===== config.mk =====
export PLATFORM = sky130hd
export DESIGN_NAME = sil_status_indicator
export DESIGN_NICKNAME = d
export VERILOG_FILES = /design/src/logic/sil_pkg.sv /design/src/logic/sil_status_indicator.sv
export SDC_FILE = /design/constraint.sdc
export NUM_CORES = 1
export LEC_CHECK = 0
export ABC_AREA = 1
export BUFFER_PORTS_ARGS = -buffer_cell sky130_fd_sc_hd__buf_2
export CAP_MARGIN = 20
export CORE_ASPECT_RATIO = 0.9
export CORE_UTILIZATION = 30
export DETAILED_ROUTE_END_ITERATION = 10
export GPL_TIMING_DRIVEN = 0
export SETUP_SLACK_MARGIN = 0.02
export SLEW_MARGIN = 20
export SYNTH_ARGS = -nofsm -noshare
export SYNTH_HDL_FRONTEND = slang
export SYNTH_SLANG_ARGS = --single-unit

===== constraint.sdc =====
create_clock -name sys_clk -period 2.8 [get_ports sys_clk]
set_input_delay 0.84 -clock sys_clk [delete_from_list [all_inputs] [get_ports sys_clk]]
set_output_delay 0.84 -clock sys_clk [all_outputs]
set_load 0.02 [all_outputs]

===== src/logic/sil_pkg.sv =====
// Package: constants and carrier structs for the status indicator logic
package sil_pkg;

  // ****************************************************************
  // Timing
  // ****************************************************************
  localparam int unsigned SIL_CLK_HZ = 200_000_000;
  localparam int unsigned SIL_FLASH_HALF_MS = 250;
  localparam int unsigned SIL_BRIEF_MS = 500;
  localparam int unsigned SIL_FLASH_HALF_CYC = SIL_CLK_HZ / 1000 * SIL_FLASH_HALF_MS;
  localparam int unsigned SIL_BRIEF_CYC = SIL_CLK_HZ / 1000 * SIL_BRIEF_MS;
  localparam int unsigned SIL_CNT_W = 28;

  // ****************************************************************
  // Field layouts
  // ****************************************************************
  localparam int unsigned SIL_VEL_W = 16;
  localparam int unsigned SIL_RATE_W = 16;
  localparam logic [SIL_VEL_W-1:0] SIL_MINIMUM_VELOCITY_THRESHOLD_RST = 16'h0000;

  typedef enum logic [1:0] {
    SIL_LAMP_OFF = 2'h0,
    SIL_LAMP_GREEN = 2'h1,
    SIL_LAMP_YELLOW = 2'h3,
    SIL_LAMP_RED = 2'h2
  } sil_colour_e;

  typedef struct packed {
    logic signal_valid;
    logic quality_ok;
    logic moving;
    logic [SIL_VEL_W-1:0] velocity;
    logic [SIL_RATE_W-1:0] rate;
  } sil_meas_s;

  typedef struct packed {
    logic [SIL_VEL_W-1:0] minimum_velocity_threshold;
    logic rate_monitor_enable;
    logic [SIL_RATE_W-1:0] minimum_rate;
    logic limit_control_enable;
    logic [SIL_VEL_W-1:0] velocity_low;
    logic [SIL_VEL_W-1:0] velocity_high;
    logic [SIL_RATE_W-1:0] rate_low;
    logic [SIL_RATE_W-1:0] rate_high;
    logic auto_direction;
    logic set_backward;
  } sil_cfg_s;

  typedef struct packed {
    logic signal_green;
    logic signal_yellow;
    logic signal_red;
    logic busy_yellow;
    logic error_red;
    logic forward_green;
    logic backward_green;
  } sil_lamps_s;

endpackage : sil_pkg


===== src/logic/sil_status_indicator.sv =====
// Module: lamp and status output driver for the velocity instrument
`timescale 1ns/1ps

// Contract
// - Signal lamp green while object moves with sufficient signal quality.
// - Signal lamp yellow when signal usable but minimum velocity not reached.
// - Signal lamp red whenever neither green nor yellow condition holds.
// - With rate monitoring on, rate below minimum forces red.
// - With limit control on, velocity or rate out of range forces red.
// - Status output high exactly while signal lamp is green.
// - Busy lamp steady during commands, calibration, simulation, offline measurement.
// - Busy lamp flashes in standby, by command or external standby input.
// - Error lamp flashes steadily on fatal error, briefly on critical error.
// - During initialization signal and busy show yellow, error red.
// - Forward lamp green on set forward or detected forward motion; the code keeps it dark while initializing.
// - Backward lamp green on set backward or detected backward motion; the code keeps it dark while initializing.
module sil_status_indicator
  import sil_pkg::*;
(
  input wire logic sys_clk,
  input wire logic reset,
  input wire sil_meas_s meas,
  input wire sil_cfg_s cfg,
  input wire logic cmd_active,
  input wire logic calibrating,
  input wire logic simulating,
  input wire logic offline_measuring,
  input wire logic standby_cmd,
  input wire logic standby_pin,
  input wire logic fatal_error,
  input wire logic critical_error_pulse,
  input wire logic initializing,
  input wire logic motion_forward,
  input wire logic motion_backward,
  output sil_lamps_s lamps,
  output sil_colour_e signal_colour,
  output logic status_out
);

  // ****************************************************************
  // Pin synchroniser
  // ****************************************************************
  // The standby input is an external pin, so it passes two flops first
  logic standby_meta_q;
  logic standby_sync_q;

  always_ff @(posedge sys_clk or posedge reset) begin
    if (reset) begin
      standby_meta_q <= 1'b0;
      standby_sync_q <= 1'b0;
    end else begin
      standby_meta_q <= standby_pin;
      standby_sync_q <= standby_meta_q;
    end
  end

  // ****************************************************************
  // Signal lamp conditions
  // ****************************************************************
  wire rate_fail = cfg.rate_monitor_enable && (meas.rate < cfg.minimum_rate);
  wire vel_out = (meas.velocity < cfg.velocity_low) || (meas.velocity > cfg.velocity_high);
  wire rate_out = (meas.rate < cfg.rate_low) || (meas.rate > cfg.rate_high);
  wire limit_fail = cfg.limit_control_enable && (vel_out || rate_out);
  wire forced_red = rate_fail || limit_fail;
  wire below_minimum_velocity_threshold = meas.velocity < cfg.minimum_velocity_threshold;
  wire green_cond = meas.moving && meas.quality_ok && !below_minimum_velocity_threshold && !forced_red;
  wire yellow_cond = meas.signal_valid && below_minimum_velocity_threshold && !forced_red;

  // Green is tested before yellow so only one colour can ever win
  wire sil_colour_e colour_d = initializing ? SIL_LAMP_YELLOW :
                               green_cond ? SIL_LAMP_GREEN :
                               yellow_cond ? SIL_LAMP_YELLOW : SIL_LAMP_RED;

  // ****************************************************************
  // Flash timing
  // ****************************************************************
  // One shared flasher keeps busy and error lamps blinking in step
  logic [SIL_CNT_W-1:0] flash_cnt_q;
  logic flash_q;
  logic [SIL_CNT_W-1:0] brief_cnt_q;
  wire flash_wrap = flash_cnt_q == SIL_CNT_W'(SIL_FLASH_HALF_CYC - 1);
  wire brief_active = brief_cnt_q != '0;

  always_ff @(posedge sys_clk or posedge reset) begin
    if (reset) begin
      flash_cnt_q <= '0;
      flash_q <= 1'b0;
    end else begin
      flash_cnt_q <= flash_wrap ? '0 : flash_cnt_q + 1'b1;
      flash_q <= flash_wrap ? !flash_q : flash_q;
    end
  end

  // A new critical error restarts the brief window; set wins over expiry
  always_ff @(posedge sys_clk or posedge reset) begin
    if (reset) begin
      brief_cnt_q <= '0;
    end else if (critical_error_pulse) begin
      brief_cnt_q <= SIL_CNT_W'(SIL_BRIEF_CYC);
    end else if (brief_active) begin
      brief_cnt_q <= brief_cnt_q - 1'b1;
    end
  end

  // ****************************************************************
  // Lamp decode
  // ****************************************************************
  wire standby = standby_cmd || standby_sync_q;
  wire busy_steady = cmd_active || calibrating || simulating || offline_measuring;
  wire busy_d = initializing || (standby ? flash_q : busy_steady);
  wire error_d = initializing || ((fatal_error || brief_active) && flash_q);
  // Direction lamps stay dark while initializing, so no stale direction shows
  wire fwd_d = !initializing && (cfg.auto_direction ? motion_forward : !cfg.set_backward);
  wire bwd_d = !initializing && (cfg.auto_direction ? motion_backward : cfg.set_backward);

  // ****************************************************************
  // Output registers
  // ****************************************************************
  always_ff @(posedge sys_clk or posedge reset) begin
    if (reset) begin
      signal_colour <= SIL_LAMP_RED;
      status_out <= 1'b0;
      // Reset shows red on the lamp too, so lamp and colour never disagree
      lamps <= '{signal_red: 1'b1, default: 1'b0};
    end else begin
      signal_colour <= colour_d;
      status_out <= (colour_d == SIL_LAMP_GREEN);
      lamps.signal_green <= (colour_d == SIL_LAMP_GREEN);
      lamps.signal_yellow <= (colour_d == SIL_LAMP_YELLOW);
      lamps.signal_red <= (colour_d == SIL_LAMP_RED);
      lamps.busy_yellow <= busy_d;
      lamps.error_red <= error_d;
      lamps.forward_green <= fwd_d;
      lamps.backward_green <= bwd_d;
    end
  end
endmodule : sil_status_indicator


## Word level (Yosys, flattened, before mapping)

Cells that the tools add are included.
W data, S select, Z words.

- Output and inout bits: 10
- ROM bits: 0
- Memories: 0
- Latch bits: 0
- Bits in writable memories: 0
- Input port bits: 148
- Logic and storage cells: 62
- Flip-flop bits (word level): 68

- Reduce and logical (&&, ||, !) cells: 28
- Shift operators: 0
- Equal/unequal tests: 4
- Bitwise logic cells: 0
- $add $sub $neg: 2
- Multiplexer cells: 9
- $lt $le $gt $ge: 6
- Multiply operators: 0
- Div/mod/pow operators: 0

Operators by type and width:

| kind | count |
|---|---|
| $mux W28 | 3 |
| $lt A16 B16 Y1 | 4 |
| $gt A16 B16 Y1 | 2 |
| $add A28 B1 Y28 const B | 1 |
| $eq A28 B26 Y1 const B | 1 |
| $reduce_bool A28 Y1 | 1 |
| $sub A28 B1 Y28 const B | 1 |
| $logic_or A1 B1 Y1 | 11 |
| $logic_and A1 B1 Y1 | 10 |
| $logic_not A1 Y1 | 5 |
| $eq A2 B2 Y1 const B | 2 |
| $mux W1 | 4 |
| $mux W2 | 2 |
| $eq A2 B1 Y1 const B | 1 |
| $reduce_bool A2 Y1 | 1 |

## Logic depth before layout (Yosys ltp)

- Word-level depth: 11
- Depth in mapped cells: 18
- Mapped depth without buffers: 18

## Worst setup path before layout

OpenSTA, ideal clock, no wires.

- Path type: in2reg
- From: input port cfg[17] in the netlist's numbering
- To: register lamps[5] in the netlist's numbering
- Library setup time: 0.113 ns
- Cell stages on the path: 11
- Data required time: 2.687 ns
- Data arrival time: 2.043 ns
- Setup slack: 0.643 ns
- Path buffers: 0
- Cells stage by stage: inv_1 -> ha_1 -> nand2_1 -> nor3_1 -> nand3_1 -> nand2_1 -> nand2_1 -> o21ai_0 -> nand3_1 -> nand2_1 -> inv_1

- Elaborated cells on any way between the ends: 12
- Classes of those cells: order compare (1); eq/ne (1); mux (3); reduce/logical (7)

RTL lines:

| element | RTL line | text |
|---|---|---|
| from (decl) | sil_status_indicator.sv:23 | `input wire sil_cfg_s cfg,` |
| $gt A16 B16 Y1 | sil_status_indicator.sv:62 | `wire rate_out = (meas.rate < cfg.rate_low) \|\| (meas.rate > cfg.rate_high);` |
| $logic_or A1 B1 Y1 | sil_status_indicator.sv:62 |  |
| $logic_or A1 B1 Y1 | sil_status_indicator.sv:63 | `wire limit_fail = cfg.limit_control_enable && (vel_out \|\| rate_out);` |
| $logic_and A1 B1 Y1 | sil_status_indicator.sv:63 |  |
| $logic_or A1 B1 Y1 | sil_status_indicator.sv:64 | `wire forced_red = rate_fail \|\| limit_fail;` |
| $logic_not A1 Y1 | sil_status_indicator.sv:66 | `wire green_cond = meas.moving && meas.quality_ok && !below_minimum_velocity_threshold && !forced_red;` |
| $logic_and A1 B1 Y1 | sil_status_indicator.sv:66 |  |
| $mux W2 | sil_status_indicator.sv:71 | `green_cond ? SIL_LAMP_GREEN :` |
| $mux W2 | sil_status_indicator.sv:70 | `wire sil_colour_e colour_d = initializing ? SIL_LAMP_YELLOW :` |
| named net colour_d[1] | sil_status_indicator.sv:70 |  |
| $eq A2 B2 Y1 | sil_status_indicator.sv:129 | `lamps.signal_yellow <= (colour_d == SIL_LAMP_YELLOW);` |
| to (decl) | sil_status_indicator.sv:35 | `output sil_lamps_s lamps,` |

The timed path passes the listed nets, and every way through them passes these cells.
A chain may end at the register's enable or synchronous reset.

## Worst setup path in the final report

- From: input port meas[27] in the netlist's numbering
- To: register lamps[5] in the netlist's numbering

- Elaborated cells on any way between the ends: 17
- Classes of those cells: order compare (3); eq/ne (1); mux (3); reduce/logical (10)

RTL lines:

| element | RTL line | text |
|---|---|---|
| from (decl) | sil_status_indicator.sv:22 | `input wire sil_meas_s meas,` |
| $lt A16 B16 Y1 or $gt A16 B16 Y1 (tied branches) | sil_status_indicator.sv:61 | `wire vel_out = (meas.velocity < cfg.velocity_low) \|\| (meas.velocity > cfg.velocity_high);` |
| $logic_or A1 B1 Y1 | sil_status_indicator.sv:61 |  |
| $logic_or A1 B1 Y1 | sil_status_indicator.sv:63 |  |
| $logic_and A1 B1 Y1 | sil_status_indicator.sv:63 |  |
| $logic_or A1 B1 Y1 | sil_status_indicator.sv:64 |  |
| $logic_not A1 Y1 | sil_status_indicator.sv:66 |  |
| $logic_and A1 B1 Y1 * | sil_status_indicator.sv:66 |  |
| $mux W2 * | sil_status_indicator.sv:71 |  |
| $mux W2 * | sil_status_indicator.sv:70 |  |
| named net colour_d[1] | sil_status_indicator.sv:70 |  |
| $eq A2 B2 Y1 * | sil_status_indicator.sv:129 |  |

The timed path passes the listed nets; every way through them passes the cells marked *.

==> results.json <==
{
  "dp.cells": 1239,
  "pin_count": 158,
  "postCtsHoldBufs": 0,
  "synth_edf_count": 0,
  "grt_setup_unrepaired": "no",
  "synth_top_area_share": 0.2730,
  "cts-root-buf": "clkbuf_16",
  "die_height_um": 136.7,
  "core.rowCount": 48,
  "cp_max_fo": 3,
  "drtIter0Drc": 189,
  "antenna_found_initial": 1,
  "start_util": 0.3109,
  "critical_path_arrival_ns": 2.74,
  "drv_cap": 0,
  "grt_pass1_wl_um": 25370,
  "tritoncts": "done",
  "n_fill_cell": 2112,
  "design.core.area_mm2": 0.01946,
  "yosysWarnings": 0,
  "vias_per_cell": 4.461,
  "p_leak_nw": 4.138,
  "n_antenna_cell": 0,
  "route.antenna.remaining_nets": 0,
  "area_growth_pct": 23.21,
  "ctsLongestPathBuffers": 2,
  "cp.required_ns": 3.03,
  "synth_cell_types": 42,
  "final-seq-area_mm2": 0.001704,
  "vias": 5594,
  "track_usage": 0.1559,
  "port_buffers": 157,
  "cts_buffers": 9,
  "rr_startpoint": "flash_cnt_q[0]",
  "fin_skew_ns": 0.005270,
  "dr_wl_met2_um": 7003,
  "postRouteWirelength_um": 15150,
  "finalCritPeriodShare": 0.8969,
  "met3RoutedLength_um": 766,
  "finalSetupViolations": 0,
  "nets": 1242,
  "hold_viol_final": 0,
  "layout-drive-gt1-share": 0.2191,
  "min_path_type": "reg -> reg",
  "grt_pass1_vias": 5517,
  "netlist_top_cells_area": "dfrtp_1, ha_1, inv_1",
  "synth.most_common_cell": "inv_1",
  "holdWs_ns": 0.3563,
  "grt_max_degree": 46,
  "fin_crit_ns": 2.511,
  "regToRegEndpoint": "flash_cnt_q[21]",
  "async_flop_share": 1.000,
  "wl_per_cell_um": 12.08,
  "dr.max_layer_used": "met5",
  "die_x_um": 151.7,
  "min-delay-start": "standby_meta_q",
  "gp_congestion": 0.8623,
  "dpl_cell_area_mm2": 0.007178,
  "status": "finished clean",
  "synth_largest_area_cell": "dfrtp_1",
  "post_cts_buffers": 0,
  "hpwl_um": 12980,
  "r2r_cells": 7,
  "syn_area_mm2": 0.006050,
  "finalNonFillerCells": 1254,
  "crit_path_end_kind": "register",
  "ys.flop_type": "dfrtp_1",
  "slew_headroom": 0.6120,
  "wl_met1_um": 7158,
  "ys_seq_elements": 68,
  "yosys-top-cells-count": "inv_1, nand2_1, ha_1",
  "vdd_drop_max_mv": 0.2800,
  "pwr_density_cell_mw_per_mm2": 361.3,
  "ys_seq_area_frac": 0.2817,
  "fmax_ghz": 0.3982,
  "rrSetupSlack_ns": 0.81,
  "cts_max_level": 3,
  "synth_area_per_cell_um2": 7.280,
  "synth_fp_nets": 1073,
  "fin_util": 0.3830,
  "whs_endpoint": "standby_sync_q",
  "worst-setup-path-type": "in -> reg",
  "remaining_drc_errors": 0,
  "min_path_cells": 0,
  "clock_latency_ns": 0.33,
  "cts.sinks": 68,
  "clk_pin_slew_ns": 0.05,
  "tightest_slew_ns": 0.5767,
  "dieArea_mm2": 0.02074,
  "drv_slew": 0,
  "cp-start-kind": "input pin",
  "cts_resized": 0,
  "syn_inst": 831,
  "drt_pass1_iterations": 4,
  "power.total_mw": 2.693,
  "final_cell_area_mm2": 0.007453,
  "grt-ovfl-total": 0,
  "multi_input_area_mm2": 0.003623
}
[report_power, final]
part | internal, mW | leakage, nW | switching, mW
clock | 0.639 | 0.135 | 0.395
sequential | 1.02 | 0.842 | 0.0249
combinational | 0.262 | 3.16 | 0.356
[worst max path at each step]
stage / start / end / slack [ns] / depth (start not counted)
6_report: meas[27] / lamps[5] / 0.29 / 12
2_1_floorplan: reset / brief_cnt_q[0] / 0.25 / 1
4_1_cts: meas[27] / lamps[5] / 0.23 / 12
5_1_grt: meas[27] / lamps[5] / 0.07 / 11
3_3_place_gp: reset / brief_cnt_q[21] / -0.71 / 2
3_5_place_dp: meas[27] / lamps[5] / -0.11 / 12
[area by class of cell]
type	instances	share of cell area
Inverter	187	0.09451
Tap cell	250	0.04197
Clock buffer	13	0.03492
Timing Repair Buffer	158	0.1091
Clock inverter	2	0.001343
Buffer	5	0.003357
Sequential cell	68	0.2286
Multi-Input combinational cell	571	0.4862
[critical path, stage by stage]
cell and delay [ns]:
buf_2 0.13, ha_1 0.33, a21oi_1 0.14, o21ai_0 0.16
a21oi_1 0.17, nand2_1 0.06, nand2_1 0.08, nand2_1 0.05
o21ai_0 0.37, nand3_2 0.24, nand2_1 0.12, inv_1 0.04
[layer usage]
metal | vias up | global-route usage
met5 | - | 0
li1 | 3030 | -
met1 | 2427 | 0.1954
met3 | 17 | 0.03933
met4 | 2 | 0.04455
met2 | 118 | 0.2624
[registers in the layout, summed over array words and instances, names as in the netlist]
| register | flops |
|---|---|
| brief_cnt_q | 28 |
| standby_sync_q | 1 |
| flash_q | 1 |
| signal_colour | 2 |
| standby_meta_q | 1 |
| lamps | 7 |
| flash_cnt_q | 28 |
[logic make-up (layout without fill, tap and decap cells)]
logic type | count (synthesis) | after routing | synth area share
AOI/OAI and AO/OA | 112 | 112 | 0.1038
xor gates and xnor gates | 20 | 20 | 0.02895
adders and majority gates | 94 | 94 | 0.1944
buffers and inverters | 192 | 365 | 0.1202
DFF | 68 | 68 | 0.2817
and+or+nand+nor | 345 | 345 | 0.2709
[per-stage QoR]
| stage | setup WS, ns | TNS, ns |
|---|---|---|
| final | 0.2887 | 0 |
| after global routing | 0.07232 | 0 |
| after CTS | 0.2287 | 0 |
| after detailed placement | -0.1115 | -0.1115 |
| after global placement | -0.7142 | -47.20 |
| after floorplan | 0.2518 | 0 |
[placed cells by master (no fill, tap or decap), drive strengths merged, types with 3 or more instances in the layout]
| cell | instances |
|---|---|
| a21o | 4 |
| nand3 | 23 |
| nand2 | 151 |
| o21ai | 32 |
| a31oi | 4 |
| xnor2 | 4 |
| a21oi | 58 |
| xor2 | 16 |
| buf | 161 |
| nand4 | 28 |
| inv | 187 |
| nor3b | 3 |
| a211oi | 6 |
| nor4 | 11 |
| nor2 | 94 |
| dfrtp | 66 |
| clkbuf | 15 |
| ha | 94 |
| nor3 | 32 |
Note: power is estimated with default switching activity, not from simulation.
